File: config.mk
export PLATFORM = sky130hd
export DESIGN_NAME = control_transport_session
export DESIGN_NICKNAME = d
export VERILOG_FILES = /design/src/include/cts_pkg.sv /design/src/include/timer_if.sv /design/src/core/ack_timer.sv /design/src/core/control_transport_session.sv
export SDC_FILE = /design/constraint.sdc
export NUM_CORES = 1
export LEC_CHECK = 0
export BUFFER_PORTS_ARGS = -buffer_cell sky130_fd_sc_hd__buf_4
export CAP_MARGIN = 20
export CORE_ASPECT_RATIO = 2
export CORE_UTILIZATION = 60
export CTS_BUF_LIST = sky130_fd_sc_hd__clkbuf_16
export DETAILED_ROUTE_END_ITERATION = 12
export PLACE_DENSITY = 0.86
export SETUP_SLACK_MARGIN = 0.02
export SYNTH_ARGS = -nofsm -noshare
export SYNTH_HDL_FRONTEND = slang
export SYNTH_SLANG_ARGS = --single-unit
File: constraint.sdc
create_clock -name REF_CLK -period 8.07 [get_ports REF_CLK]
set_clock_uncertainty 0.1 [all_clocks]
set_input_delay 0.807 -clock REF_CLK [delete_from_list [all_inputs] [get_ports REF_CLK]]
set_output_delay 0.807 -clock REF_CLK [all_outputs]
set_load 0.02 [all_outputs]
File: src/include/cts_pkg.sv
// constants, codes, states and sequence arithmetic of the control transport session
// assumes one 20 MHz clock shared by the session logic and the packet link
package cts_pkg;

  // ==========================================================================
  // header field layout and control codes
  localparam int             SEQ_W              = 10;
  localparam int             CODE_W             = 2;
  localparam int             REP_W              = 4;
  localparam logic [9:0]     SEQ_MAX            = 10'h3e7;  // 999, numbering wraps to 000
  localparam logic [9:0]     SEQ_MOD            = 10'h3e8;  // 1000
  localparam logic [9:0]     INIT_SEQ           = 10'h000;  // any start number is legal
  localparam logic [1:0]     NO_CONTROL_CODE    = 2'h0;
  localparam logic [1:0]     OPEN_REQUEST_CODE  = 2'h1;
  localparam logic [1:0]     CLOSE_REQUEST_CODE = 2'h2;
  localparam logic [3:0]     RESEND_COUNT_ZERO  = 4'h0;

  // ==========================================================================
  // timing
  localparam int             CLK_KHZ            = 20000;
  localparam int             ACK_TIMEOUT_US     = 1000;
  localparam int             ACK_TIMEOUT_CYC    = (ACK_TIMEOUT_US * CLK_KHZ) / 1000;

  // ==========================================================================
  // session states
  typedef enum logic [2:0] {
    ST_IDLE,
    ST_OPEN_WAIT,
    ST_ACCEPT_WAIT,
    ST_OPEN,
    ST_CLOSE_WAIT,
    ST_FIN_WAIT
  } state_t;

  // next number in the three-digit decimal sequence
  function automatic logic [9:0] seq_inc(input logic [9:0] s);
    seq_inc = (s == SEQ_MAX) ? 10'h000 : 10'(s + 10'h001);
  endfunction : seq_inc

  // forward distance from a to b modulo 1000
  function automatic logic [9:0] seq_dist(input logic [9:0] a, input logic [9:0] b);
    seq_dist = (b >= a) ? 10'(b - a) : 10'(b + SEQ_MOD - a);
  endfunction : seq_dist

endpackage : cts_pkg

File: src/include/timer_if.sv
// carrier between the session engine and its acknowledgement timer
// assumes both ends run on the same clock
interface timer_if;
  logic run;      // count while something awaits acknowledgement
  logic kick;     // restart the count on progress
  logic expired;  // one-cycle pulse at time-out

  modport ctl (output run, output kick, input expired);
  modport tmr (input run, input kick, output expired);
endinterface : timer_if

File: src/core/ack_timer.sv
// acknowledgement time-out counter
// assumes rst_n is already synchronised to clk
module ack_timer #(
  parameter int CYC = cts_pkg::ACK_TIMEOUT_CYC
) (
  input  wire logic clk,
  input  wire logic rst_n,
  timer_if.tmr      t
);

  localparam int CW = $clog2(CYC + 1);

  logic [CW-1:0] cnt_q, cnt_d;
  logic          exp_q, exp_d;

  // ==========================================================================
  // count up while running, restart on kick or after firing
  always_comb begin
    cnt_d = cnt_q;
    exp_d = 1'b0;
    if (t.kick || !t.run) begin
      cnt_d = '0;
    end else if (cnt_q == CW'(CYC - 1)) begin
      cnt_d = '0;
      exp_d = 1'b1;
    end else begin
      cnt_d = CW'(cnt_q + 1'b1);
    end
  end

  always_ff @(posedge clk or negedge rst_n) begin
    if (!rst_n) begin
      cnt_q <= '0;
      exp_q <= 1'b0;
    end else begin
      cnt_q <= cnt_d;
      exp_q <= exp_d;
    end
  end

  assign t.expired = exp_q;

endmodule : ack_timer

File: src/core/control_transport_session.sv
// transport session engine for one end of the control channel
// assumes the packet link and the user side run on REF_CLK; no input but RST_N needs synchronising
// Notes on behaviour
// - open request: open code, ack invalid, no data
// - accept open: open code, ack valid, no data
// - requester acks acceptance plainly; then open
// - either end may start a close
// - close request consumes a sequence number
// - close acceptance also consumes a sequence number
// - initiator acks close acceptance; then closed
// - pending data declines close; close retried later
// - ordinary packets only while connection open
// - every received data packet gets acknowledged
// - own data may ride on acknowledgements
// - receipt number is next expected number
// - resend count field always sent zero
// - numbers detect loss, drive retransmission
// - out-of-order packets are discarded
// - time-out rewinds; duplicates are discarded
module control_transport_session #(
  parameter int DATA_W      = 8,
  parameter int DEPTH       = 8,  // must divide 1000 and be a power of two
  parameter int TIMEOUT_CYC = cts_pkg::ACK_TIMEOUT_CYC
) (
  // clock and reset
  input  wire logic                        REF_CLK,
  input  wire logic                        RST_N,
  // session control and status
  input  wire logic                        OPEN_REQ,
  input  wire logic                        CLOSE_REQ,
  output logic                             LINK_OPEN,
  // outgoing transport packets
  output logic                             TX_VALID,
  input  wire logic                        TX_READY,
  output logic [cts_pkg::SEQ_W-1:0]        TX_SEQ,
  output logic [cts_pkg::SEQ_W-1:0]        TX_ACK,
  output logic                             TX_ACK_OK,
  output logic [cts_pkg::CODE_W-1:0]       TX_CODE,
  output logic [cts_pkg::REP_W-1:0]        TX_REP,
  output logic                             TX_HAS_DATA,
  output logic [DATA_W-1:0]                TX_DATA,
  // incoming transport packets
  input  wire logic                        RX_VALID,
  input  wire logic [cts_pkg::SEQ_W-1:0]   RX_SEQ,
  input  wire logic [cts_pkg::SEQ_W-1:0]   RX_ACK,
  input  wire logic                        RX_ACK_OK,
  input  wire logic [cts_pkg::CODE_W-1:0]  RX_CODE,
  input  wire logic                        RX_HAS_DATA,
  input  wire logic [DATA_W-1:0]           RX_DATA,
  // user logical packets
  input  wire logic                        SEND_VALID,
  input  wire logic [DATA_W-1:0]           SEND_DATA,
  output logic                             SEND_READY,
  output logic                             RECV_VALID,
  output logic [DATA_W-1:0]                RECV_DATA
);

  localparam int AW = $clog2(DEPTH);
  typedef logic [cts_pkg::SEQ_W-1:0] seq_t;

  // ==========================================================================
  // reset release
  logic rs1_q, rs2_q, rst_n;

  always_ff @(posedge REF_CLK or negedge RST_N) begin
    if (!RST_N) begin
      rs1_q <= 1'b0;
      rs2_q <= 1'b0;
    end else begin
      rs1_q <= 1'b1;
      rs2_q <= rs1_q;
    end
  end
  assign rst_n = rs2_q;

  // ==========================================================================
  // time-out timer
  timer_if tif ();
  ack_timer #(.CYC(TIMEOUT_CYC)) u_timer (.clk(REF_CLK), .rst_n(rst_n), .t(tif));

  // ==========================================================================
  // state
  cts_pkg::state_t     st_q, st_d;
  seq_t                top_q, top_d;     // next new sequence number
  seq_t                base_q, base_d;   // oldest unacknowledged number
  seq_t                snd_q, snd_d;     // next number to put on the wire
  seq_t                exp_q, exp_d;     // next number expected from the peer
  logic [1:0]          hs_code_q, hs_code_d;
  seq_t                hs_seq_q, hs_seq_d;
  logic                hs_ok_q, hs_ok_d;
  logic                ack_pend_q, ack_pend_d;
  logic                txv_q, txv_d, txok_q, txok_d, txdat_q, txdat_d;
  seq_t                txs_q, txs_d, txa_q, txa_d;
  logic [1:0]          txc_q, txc_d;
  logic [DATA_W-1:0]   txp_q, txp_d;
  logic                rdy_q, rdy_d, open_q, open_d, rv_q, rv_d;
  logic [DATA_W-1:0]   rd_q, rd_d;
  logic [DATA_W-1:0]   buf_mem [DEPTH];  // unacknowledged payloads by slot
  logic                take, launch;

  // ==========================================================================
  // next-state computation
  always_comb begin
    st_d = st_q;  top_d = top_q;  base_d = base_q;  snd_d = snd_q;  exp_d = exp_q;
    hs_code_d = hs_code_q;  hs_seq_d = hs_seq_q;  hs_ok_d = hs_ok_q;  ack_pend_d = ack_pend_q;
    txs_d = txs_q;  txa_d = txa_q;  txok_d = txok_q;  txc_d = txc_q;  txdat_d = txdat_q;  txp_d = txp_q;
    rv_d = 1'b0;  rd_d = rd_q;  launch = 1'b0;
    txv_d = txv_q & ~TX_READY;
    // new user data first: it was promised a slot by SEND_READY
    take = rdy_q & SEND_VALID;
    if (take) begin
      launch = 1'b1;
      txs_d = top_q;  txc_d = cts_pkg::NO_CONTROL_CODE;  txok_d = 1'b1;
      txdat_d = 1'b1;  txp_d = SEND_DATA;
      top_d = cts_pkg::seq_inc(top_q);
      snd_d = top_d;
    end
    // received packet
    if (RX_VALID) begin
      unique case (st_q)
        cts_pkg::ST_IDLE: begin
          if (RX_CODE == cts_pkg::OPEN_REQUEST_CODE) begin
            exp_d = cts_pkg::seq_inc(RX_SEQ);
            hs_code_d = cts_pkg::OPEN_REQUEST_CODE;  hs_ok_d = 1'b1;
            hs_seq_d = top_q;  top_d = cts_pkg::seq_inc(top_q);
            base_d = top_q;  snd_d = top_d;
            st_d = cts_pkg::ST_ACCEPT_WAIT;
          end
        end
        cts_pkg::ST_OPEN_WAIT: begin
          if (RX_CODE == cts_pkg::OPEN_REQUEST_CODE && RX_ACK_OK && RX_ACK == top_q) begin
            exp_d = cts_pkg::seq_inc(RX_SEQ);
            base_d = RX_ACK;
            ack_pend_d = 1'b1;
            st_d = cts_pkg::ST_OPEN;
          end
        end
        cts_pkg::ST_ACCEPT_WAIT, cts_pkg::ST_FIN_WAIT: begin
          if (RX_CODE == cts_pkg::NO_CONTROL_CODE && RX_ACK_OK && RX_ACK == top_q) begin
            base_d = RX_ACK;
            st_d = (st_q == cts_pkg::ST_FIN_WAIT) ? cts_pkg::ST_IDLE : cts_pkg::ST_OPEN;
          end
        end
        cts_pkg::ST_OPEN, cts_pkg::ST_CLOSE_WAIT: begin
          // any receipt inside the outstanding window frees buffer slots
          if (RX_ACK_OK && cts_pkg::seq_dist(base_q, RX_ACK) <= cts_pkg::seq_dist(base_q, top_q))
            base_d = RX_ACK;
          if (RX_HAS_DATA) begin
            ack_pend_d = 1'b1;
            if (RX_SEQ == exp_q) begin
              exp_d = cts_pkg::seq_inc(exp_q);
              rv_d = 1'b1;
              rd_d = RX_DATA;
            end  // else gap or duplicate: dropped, re-ack asks for it again
            if (st_q == cts_pkg::ST_CLOSE_WAIT && RX_CODE == cts_pkg::NO_CONTROL_CODE)
              st_d = cts_pkg::ST_OPEN;
          end
          if (RX_CODE == cts_pkg::CLOSE_REQUEST_CODE && RX_SEQ == exp_q) begin
            exp_d = cts_pkg::seq_inc(exp_q);
            if (st_q == cts_pkg::ST_CLOSE_WAIT) begin
              ack_pend_d = 1'b1;
              st_d = cts_pkg::ST_IDLE;
            end else if (top_d != base_d || SEND_VALID) begin
              ack_pend_d = 1'b1;
            end else begin
              hs_code_d = cts_pkg::CLOSE_REQUEST_CODE;  hs_ok_d = 1'b1;
              hs_seq_d = top_d;  top_d = cts_pkg::seq_inc(top_d);  snd_d = top_d;
              st_d = cts_pkg::ST_FIN_WAIT;
            end
          end
        end
        default: st_d = cts_pkg::ST_IDLE;
      endcase
    end
    // locally started open or close; waits for a quiet cycle
    if (!RX_VALID && !take && hs_code_q == cts_pkg::NO_CONTROL_CODE) begin
      if (st_q == cts_pkg::ST_IDLE && OPEN_REQ && !ack_pend_q) begin
        hs_code_d = cts_pkg::OPEN_REQUEST_CODE;  hs_ok_d = 1'b0;
        hs_seq_d = top_q;  top_d = cts_pkg::seq_inc(top_q);  base_d = top_q;  snd_d = top_d;
        st_d = cts_pkg::ST_OPEN_WAIT;
      end else if (st_q == cts_pkg::ST_OPEN && CLOSE_REQ && base_q == top_q && !ack_pend_q) begin
        hs_code_d = cts_pkg::CLOSE_REQUEST_CODE;  hs_ok_d = 1'b1;
        hs_seq_d = top_q;  top_d = cts_pkg::seq_inc(top_q);  snd_d = top_d;
        st_d = cts_pkg::ST_CLOSE_WAIT;
      end
    end
    // time-out: go back to the oldest open number, or drop a stalled handshake
    if (tif.expired) begin
      if (st_q == cts_pkg::ST_OPEN) snd_d = base_d;
      else st_d = cts_pkg::ST_IDLE;
    end
    // other transmissions when the slot is free
    if (!txv_q && !take) begin
      if (hs_code_q != cts_pkg::NO_CONTROL_CODE) begin
        launch = 1'b1;
        txs_d = hs_seq_q;  txc_d = hs_code_q;  txok_d = hs_ok_q;  txdat_d = 1'b0;
        hs_code_d = cts_pkg::NO_CONTROL_CODE;
      end else if (st_q == cts_pkg::ST_OPEN && snd_q != top_q && !tif.expired) begin
        launch = 1'b1;  // retransmission from the buffer
        txs_d = snd_q;  txc_d = cts_pkg::NO_CONTROL_CODE;  txok_d = 1'b1;
        txdat_d = 1'b1;  txp_d = buf_mem[snd_q[AW-1:0]];
        snd_d = cts_pkg::seq_inc(snd_q);
      end else if (ack_pend_q) begin
        launch = 1'b1;  // plain receipt
        txs_d = top_q;  txc_d = cts_pkg::NO_CONTROL_CODE;  txok_d = 1'b1;  txdat_d = 1'b0;
      end
    end
    if (launch) begin
      txv_d = 1'b1;
      txa_d = exp_d;
      if (txc_d != cts_pkg::OPEN_REQUEST_CODE || txok_d)
        ack_pend_d = RX_VALID & RX_HAS_DATA & ~take & (hs_code_q != cts_pkg::NO_CONTROL_CODE);
    end
    rdy_d = (st_d == cts_pkg::ST_OPEN) && !txv_d && hs_code_d == cts_pkg::NO_CONTROL_CODE
            && snd_d == top_d && cts_pkg::seq_dist(base_d, top_d) < seq_t'(DEPTH);
    open_d = (st_d == cts_pkg::ST_OPEN);
  end

  // timer runs while a handshake or data awaits receipt
  assign tif.run  = (st_q != cts_pkg::ST_IDLE) && (st_q != cts_pkg::ST_OPEN || base_q != top_q);
  assign tif.kick = (st_d != st_q) || (base_d != base_q) || (snd_d != snd_q && !take && !launch);

  // ==========================================================================
  // registers
  always_ff @(posedge REF_CLK or negedge rst_n) begin
    if (!rst_n) begin
      st_q <= cts_pkg::ST_IDLE;
      top_q <= cts_pkg::INIT_SEQ;  base_q <= cts_pkg::INIT_SEQ;
      snd_q <= cts_pkg::INIT_SEQ;  exp_q <= cts_pkg::INIT_SEQ;
      hs_code_q <= cts_pkg::NO_CONTROL_CODE;  hs_seq_q <= cts_pkg::INIT_SEQ;  hs_ok_q <= 1'b0;
      ack_pend_q <= 1'b0;  txv_q <= 1'b0;  txok_q <= 1'b0;  txdat_q <= 1'b0;
      txs_q <= cts_pkg::INIT_SEQ;  txa_q <= cts_pkg::INIT_SEQ;
      txc_q <= cts_pkg::NO_CONTROL_CODE;  txp_q <= '0;
      rdy_q <= 1'b0;  open_q <= 1'b0;  rv_q <= 1'b0;  rd_q <= '0;
    end else begin
      st_q <= st_d;
      top_q <= top_d;  base_q <= base_d;  snd_q <= snd_d;  exp_q <= exp_d;
      hs_code_q <= hs_code_d;  hs_seq_q <= hs_seq_d;  hs_ok_q <= hs_ok_d;
      ack_pend_q <= ack_pend_d;  txv_q <= txv_d;  txok_q <= txok_d;  txdat_q <= txdat_d;
      txs_q <= txs_d;  txa_q <= txa_d;  txc_q <= txc_d;  txp_q <= txp_d;
      rdy_q <= rdy_d;  open_q <= open_d;  rv_q <= rv_d;  rd_q <= rd_d;
    end
  end

  // payload store; a slot is reused only after its number is acknowledged
  always_ff @(posedge REF_CLK) begin
    if (take) buf_mem[top_q[AW-1:0]] <= SEND_DATA;
  end

  // ==========================================================================
  // outputs
  assign TX_VALID    = txv_q;
  assign TX_SEQ      = txs_q;
  assign TX_ACK      = txa_q;
  assign TX_ACK_OK   = txok_q;
  assign TX_CODE     = txc_q;
  assign TX_REP      = cts_pkg::RESEND_COUNT_ZERO;
  assign TX_HAS_DATA = txdat_q;
  assign TX_DATA     = txp_q;
  assign SEND_READY  = rdy_q;
  assign RECV_VALID  = rv_q;
  assign RECV_DATA   = rd_q;
  assign LINK_OPEN   = open_q;

endmodule : control_transport_session

==> metrics.txt, run 1 <==
status aborted with a tool error; Stop stage global routing; Err [ERROR GRT-0116] Global routing finished with congestion. Check the congestion regions in the DRC Viewer.; cell with the most instances after synthesis nor2_1; Avg Cell Area, Syn 8.163 µm²; hpwl dp 59130 µm; Synth cell types 93; Yosys reg bits 183; Sink Count about 180; Syn Std Cell Area 0.01636 mm²; Synth Instances 2004; top-area cell type share of the netlist area 0.1820; # port buffers 90; std cell rows 85; synth cell count leaders nor2_1 (192), nand2_1 (182), a21oi_1 (176); DP Area around 0.019 mm²; first-pass GRT wire length about 140000 µm; die width 118.8 µm; synth warn 0; Ports 95; Initial Util 0.6080; GPL Wtd Cong between 1 and 1.5; largest net degree at the start of global routing 70; Max Buffers Root-to-Sink 2; vias in the first global route roughly 21000; H-tree Lvls 4; fraction of registers with async set/reset 0.6503; placed cell count between 2000 and 3000; root buffer cell clkbuf_16; post-synthesis sequential area ratio 0.2995; Most used DFF post-synth dfrtp_1; Overflow after GRT about 100; Die Y 235.5 µm; Post-synth EDFFs 64; Global Route Usage Sum 0.6460; largest area contributor in the netlist dfrtp_1; total CTS buffers 17; synth top area cells dfrtp_1 (18%), edfxtp_1 (12%), ha_1 (6.5%), a21oi_1 (5.4%), nor2_1 (4.4%)
-- per-stage QoR --
stage | worst slack, ns | setup TNS, ns | hold slack, ns
floorplan | -0.5376 | -0.5376 | 0.2312
global placement | -1.133 | -1.133 | 0.2382
detailed placement | -1.409 | -1.409 | 0.2347
CTS | -0.8013 | -0.8013 | 0.2484
-- per-layer routing --
metal  GRT overflow  track usage
met1              0       0.6390
met5              0      0.03393
met3              2       0.3399
met4             38       0.6870
met2             61       0.9197
-- cell families after synthesis --
group                      share of synthesized area
and+or+nand+nor                               0.2096
AOI/OAI and AO/OA                             0.2459
buffers and inverters                        0.05767
DFF                                           0.2995
xor gates and xnor gates                     0.06210
adders and majority gates                    0.08092
muxes                                        0.04382
other                                      0.0004591
-- timing repair --
action                                  CTS
endpoints found under the setup margin    1
hold endpoints to repair                  2
hold buffers                              1
pin swaps                                21
gates resized for setup                  33
buffers inserted                          8
==> run 2: changes to the inputs <==
--- a/config.mk
+++ b/config.mk
@@ -7,12 +7,9 @@
 export LEC_CHECK = 0
 export BUFFER_PORTS_ARGS = -buffer_cell sky130_fd_sc_hd__buf_4
 export CAP_MARGIN = 20
-export CORE_ASPECT_RATIO = 2
-export CORE_UTILIZATION = 60
-export CTS_BUF_LIST = sky130_fd_sc_hd__clkbuf_16
+export CORE_UTILIZATION = 40
 export DETAILED_ROUTE_END_ITERATION = 12
-export PLACE_DENSITY = 0.86
-export SETUP_SLACK_MARGIN = 0.02
+export PLACE_DENSITY_LB_ADDON = 0.15
 export SYNTH_ARGS = -nofsm -noshare
 export SYNTH_HDL_FRONTEND = slang
 export SYNTH_SLANG_ARGS = --single-unit
==> run 2 against run 1 <==
Net effect: the flow now finishes, with violations (setup timing); synthesized cell count unchanged; synthesized area unchanged.
==> metrics.txt, run 2 <==
status complete, but fails checks (was aborted with a tool error); failing checks setup timing; Slew Limit Fails 0; Ports 95 (unchanged); Layout area overhead 25.02%; CP max FO 10; GPL Wtd Cong 1.007 (was 1.164); r2r worst-path depth 37; startpoint types flop; # port buffers 90 (unchanged); WHS Path Cells 0; fin cells 2834; Clock power frac 0.093; dpl ws -1.182 ns (was -1.409 ns); most frequent cells in the layout buf_4 (390), nor2_1 (188), nand2_1 (179), a21oi_1 (163), o21ai_0 (132); CTS clk-pin slew, worst paths roughly 0.080 ns; Most used DFF post-synth dfrtp_1 (unchanged); hold-critical path endpoint rs2_q; Sink Count 183 (unchanged); final setup margin -0.6121 ns; worst-margin pin slew about 1.1 ns; Global Route Usage Sum 0.3312; cell with the most instances after synthesis nor2_1 (unchanged); Setup CP Type reg2reg; arrival time at the worst endpoint ~9 ns; CTS tree yes; FF-to-FF Start top_q[1]; fraction of registers with async set/reset 0.6503 (unchanged); Die Y 204.2 µm (was 235.5 µm); max reg flops between 60 and 70; Synth cell types 93 (unchanged); fin crit share 1.076; commonest non-fill, non-tap cell in the layout buf_4; root buffer cell clkbuf_16 (unchanged); min Tclk post-route 8.682 ns; vias in the first global route ~17000; DR pass1 iterations 6; Power Density roughly 440 mW/mm²; CP Data Required Time about 8.4 ns; WL final 68680 µm; met3 Use GR 0.07015; layout cells sized above 1 0.2436; synth cell count leaders nor2_1 (192), nand2_1 (182), a21oi_1 (176) (unchanged); crit path max-delay cell type or4_4; Seq pwr share 0.141; H-tree Lvls 4 (unchanged); total CTS buffers 17 (unchanged); DR iter-0 viols 1837; reg2reg setup slack -0.61 ns; Syn Std Cell Area 0.01636 mm² (unchanged); RSZ-0062 raised after global routing true; Hold Crit Class reg2reg; Post-synth EDFFs 64 (unchanged); Avg Cell Area, Syn 8.163 µm² (unchanged); largest area contributor in the netlist dfrtp_1 (unchanged); gr busiest metal met2; synth warn 0 (unchanged); # setup viols final 1; worst r2r dst SEND_READY; routing usage on met2 0.4910; Comb pwr share 0.766; routed via count about 18000; worst setup path start top_q[1]; clk_lat worst skew approximately 0.48 ns; Max Buffers Root-to-Sink 2 (unchanged); Net count, final roughly 2400; Max-Cap Viols 0; Initial Util 0.4089 (was 0.6080); Fmax ~0.12 GHz; synth top area cells dfrtp_1 (18%), edfxtp_1 (12%), ha_1 (6.5%), a21oi_1 (5.4%), nor2_1 (4.4%) (unchanged); CP peak stage delay 0.56 ns; post-synthesis sequential area ratio 0.2995 (unchanged); fillcell total between 3000 and 4000; peak supply drop roughly 0.36 mV; CORE AREA around 0.040 mm²; Slew HR 0.2733; via/cell ratio around 6.2; largest net degree at the start of global routing 74; first-pass GRT wire length 103400 µm; CP dominant cell by count buf_4; top-area cell type share of the netlist area 0.1820 (unchanged); hold slack around 0.26 ns; initial antenna violation count 1; Yosys reg bits 183 (unchanged); Setup crit end kind flop; Routed WL per cell roughly 24 µm; met1 Use GR 0.4696; LEAKAGE between 0.008 and 0.009 µW; die width 204.2 µm (was 118.8 µm); final hold vios 0; Net Sw Frac 0.4826; Synth Instances 2004 (unchanged); hold_sp rs1_q; die area about 0.042 mm²; std cell rows 73 (was 85); hpwl dp 51870 µm (was 59130 µm); Overflow after GRT 0; antenna viol nets, final 0; DRC viols 0; Pint 4700 µW; Psw approximately 4400 µW; placed cell count 2777 (was 2613)
[run 2: per-stage QoR]
stage                     setup TNS [ns]  utilization  area (µm²)  total power [µW]
final                            -0.6121       0.5112       20450              9084
after global routing              -1.003       0.5111       20450              9649
after CTS                        -0.5788       0.5063       20250              8731
after detailed placement          -1.182       0.4848       19390              7515
after global placement            -1.014       0.4848       19390              7425
after floorplan                  -0.5376            -       16460              4796
[run 2: layout make-up]
class / count / area, µm² / share of cell area
multi-input combinational: 1589 / 10900 / 0.5329
sequential: 183 / 4903 / 0.2398
timing repair buffer: 396 / 3003 / 0.1468
tap: 525 / 656.9 / 0.03212
clock buffer: 17 / 425.4 / 0.02080
inverter: 107 / 401.6 / 0.01964
clock inverter: 15 / 157.7 / 0.007708
antenna: 2 / 5.005 / 0.0002447
[run 2: worst max-delay path by stage]
| stage | endpoint | slack [ns] |
|---|---|---|
| 5_1_grt | SEND_READY | -1.00 |
| 6_report | SEND_READY | -0.61 |
| 2_1_floorplan | SEND_READY | -0.54 |
| 3_5_place_dp | SEND_READY | -1.18 |
| 3_3_place_gp | SEND_READY | -1.01 |
| 4_1_cts | SEND_READY | -0.58 |
[run 2: power by group through the flow]
stage / Combinational, µW / Sequential [µW] / Clock, µW
3_5_place_dp: 6220 / 1290 / 0
6_report: 6960 / 1280 / 844
2_1_floorplan: 3450 / 1350 / 0
5_1_grt: 7460 / 1290 / 898
4_1_cts: 6590 / 1270 / 864
3_3_place_gp: 6130 / 1290 / 0
[run 2: kinds of logic (layout without fill, tap and decap cells)]
family	after synthesis	count (layout)	synth area share
multiplexers	50	50	0.04382
adder cells (fa/ha/maj)	98	98	0.08092
XOR/XNOR	116	116	0.06210
other	2	7	0.0004591
buffers and inverters	236	535	0.05767
AND/OR/NAND/NOR	699	699	0.2096
AO/OA/AOI/OAI	620	621	0.2459
flip-flops	183	183	0.2995
[run 2: routing by layer]
layer  part of all wire  wire, µm  vias up
met5            0.00019        13        -
met4              0.040      2735        2
met3              0.095      6524      159
met2               0.43     29560      941
met1               0.43     29850     8493
li1                   -         -     7944
[run 2: critical path, delay by kind of cell (launching register included)]
family,cells,cell delay (ns)
AND/OR/NAND/NOR,12,2.83
XOR/XNOR,1,0.28
buffers and inverters,4,0.60
AO/OA/AOI/OAI,16,2.86
adder cells (fa/ha/maj),4,1.49
flip-flops,1,0.44
[run 2: repair_timing]
action / 4_1_cts / 5_1_grt
setup endpoints to repair: 1 / 1
gates resized for setup: 45 / 32
endpoints found under the hold margin: 2 / 0
cloned: 1 / 0
setup buffers: 8 / 13
pin swaps: 25 / 32
hold buffers: 1 / 0
No activity file was read; power rests on OpenSTA's default activity.
==> run 3: changes to the inputs <==
--- a/config.mk
+++ b/config.mk
@@ -5,10 +5,11 @@
 export SDC_FILE = /design/constraint.sdc
 export NUM_CORES = 1
 export LEC_CHECK = 0
-export BUFFER_PORTS_ARGS = -buffer_cell sky130_fd_sc_hd__buf_4
+export BUFFER_PORTS_ARGS = -buffer_cell sky130_fd_sc_hd__buf_2
 export CAP_MARGIN = 20
 export CORE_UTILIZATION = 40
 export DETAILED_ROUTE_END_ITERATION = 12
+export GPL_ROUTABILITY_DRIVEN = 0
 export PLACE_DENSITY_LB_ADDON = 0.15
 export SYNTH_ARGS = -nofsm -noshare
 export SYNTH_HDL_FRONTEND = slang
==> run 3 against run 2 <==
Net effect: the run still ends with setup timing left; power fell by 4.3%; worst setup slack worse by 0.092 ns; final cell count down 0.64%; sequential share of layout area rose by 0.60 points; die area unchanged; critical path type unchanged.
==> metrics.txt, run 3 (synthesis results as in run 2) <==
status complete, but fails checks (unchanged); failing checks setup timing (unchanged); vias in the first global route 16360 (was 16630); startpoint types flop (unchanged); CP Data Required Time 8.35 ns (about the same); DR iter-0 viols 2299 (was 1837); WL final 64990 µm (was 68680 µm); Slew Limit Fails 0 (unchanged); crit path max-delay cell type or4_1 (was or4_4); commonest non-fill, non-tap cell in the layout buf_4 (unchanged); Ports 95 (unchanged); DP Area 0.01918 mm² (was 0.01939 mm²); Slew HR 0.3010 (was 0.2733); CTS tree yes (unchanged); via/cell ratio 6.193 (was 6.189); Pwr Total 8696 µW (was 9084 µW); H-tree Lvls 4 (unchanged); final setup margin -0.7041 ns (was -0.6121 ns); LEAKAGE 0.008373 µW (was 0.008538 µW); Power Density 435.9 mW/mm² (was 444.1 mW/mm²); post-route cell area 0.01995 mm² (was 0.02045 mm²); dpl ws -1.141 ns (was -1.182 ns); root buffer cell clkbuf_16 (unchanged); Sink Count 183 (unchanged); CP peak stage delay 0.41 ns (was 0.56 ns); RSZ-0062 raised after global routing true (unchanged); DR pass1 iterations 8 (was 6); # port buffers 90 (unchanged); CORE AREA 0.04001 mm² (unchanged); DRC viols 0 (unchanged); initial antenna violation count 2 (was 1); CP dominant cell by count buf_4 (unchanged); most frequent cells in the layout buf_4 (287), nor2_1 (189), nand2_1 (179), a21oi_1 (168), o21ai_0 (137) (was buf_4 (390), nor2_1 (188), nand2_1 (179), a21oi_1 (163), o21ai_0 (132)); fin crit share 1.087 (was 1.076); hpwl dp 48810 µm (was 51870 µm); final hold vios 0 (unchanged); hold slack 0.2522 ns (was 0.2575 ns); Global Route Usage Sum 0.3115 (was 0.3312); max reg flops 64 (unchanged); Hold Crit Class reg2reg (unchanged); clk_lat worst skew 0.49 ns (was 0.48 ns); Die Y 204.2 µm (unchanged); Fmax 0.1140 GHz (was 0.1152 GHz); Routed WL per cell 23.08 µm (was 24.24 µm); # setup viols final 1 (unchanged); Overflow after GRT 0 (unchanged); routed via count 17440 (was 17540); die area 0.04171 mm² (unchanged); largest net degree at the start of global routing 70 (was 74); arrival time at the worst endpoint 9.05 ns (was 8.96 ns); Layout area overhead 21.94% (was 25.02%); Setup crit end kind flop (unchanged); min Tclk post-route 8.774 ns (was 8.682 ns); Max Buffers Root-to-Sink 2 (unchanged); Setup CP Type reg2reg (unchanged); CP max FO 6 (was 10); die width 204.2 µm (unchanged); Net count, final 2422 (was 2439); fillcell total 3916 (was 3855); total CTS buffers 17 (unchanged); Max-Cap Viols 0 (unchanged); peak supply drop 0.2865 mV (was 0.3567 mV); first-pass GRT wire length 98380 µm (was 103400 µm); worst-margin pin slew 1.046 ns (was 1.086 ns); antenna viol nets, final 0 (unchanged); final core occ 0.4987 (was 0.5112); Initial Util 0.4089 (unchanged); CTS clk-pin slew, worst paths 0.08 ns (about the same); std cell rows 73 (unchanged); layout cells sized above 1 0.2262 (was 0.2436)
## run 3: changes by cell type in the layout (fill, tap and decap cells not counted), moves of 5 or more
| cell | change |
|---|---|
| a21oi_1 | +5 |
| a21oi_2 | -5 |
| buf_2 | +90 |
| buf_4 | -103 |
| ha_1 | +5 |
| o21ai_0 | +5 |
| o21ai_1 | -5 |
## run 3: final cells by class
cell class,instances,area [µm²],share of cell area
antenna,1,2.502,0.0001254
clock buffer,18,429.2,0.02151
clock inverter,14,138.9,0.006962
inverter,107,401.6,0.02013
multi-input combinational,1588,10770,0.5399
sequential,183,4903,0.2458
tap,525,656.9,0.03293
timing repair buffer,380,2646,0.1327
## run 3: critical path, delay by kind of cell (launching register included)
kind / cells / cell delay [ns]
and+or+nand+nor: 14 / 2.66
DFF: 1 / 0.36
AOI/OAI and AO/OA: 14 / 2.51
buffers and inverters: 6 / 0.82
xor gates and xnor gates: 2 / 0.44
muxes: 1 / 0.08
adders and majority gates: 6 / 1.70
## run 3: through the flow
step                std cells  TNS, ns
finish                   2816  -0.7041
detailed placement       2777   -1.141
global placement         2777  -0.9931
global route             2815   -1.130
CTS                      2815  -0.6265
floorplan                2007  -0.5376
## run 3: final timing paths
path,from,to,slack [ns],cells past startpoint
setup / recovery,base_q[1],SEND_READY,-0.70,43
hold / removal,rs1_q,rs2_q,0.25,0
setup reg to reg,base_q[1],SEND_READY,-0.70,43
hold reg to reg,rs1_q,rs2_q,0.25,0
max in group asynchronous,rs2_q,TX_SEQ[3],6.15,1
min in group asynchronous,rs2_q,top_q[7],0.30,0
## run 3: power by group
part	switching, µW	leakage (µW)	total, µW	internal, µW
clock network	423	0.000273	831	408
logic	3610	0.00602	6570	2960
registers	176	0.00208	1290	1110
total	4210	0.00837	8700	4480
## run 3: repair_timing
item | CTS | global route
hold buffers | 1 | 0
gates resized for setup | 19 | 21
buffers inserted | 5 | 0
endpoints found under the hold margin | 2 | 0
pin swaps | 8 | 13
endpoints found under the setup margin | 1 | 1
## run 3: routing by layer
metal,GRT usage,vias to the layer above,part of all wire
li1,-,7904,-
met5,0,-,0
met2,0.4556,996,0.42
met1,0.4258,8299,0.42
met3,0.08179,241,0.11
met4,0.1461,0,0.051
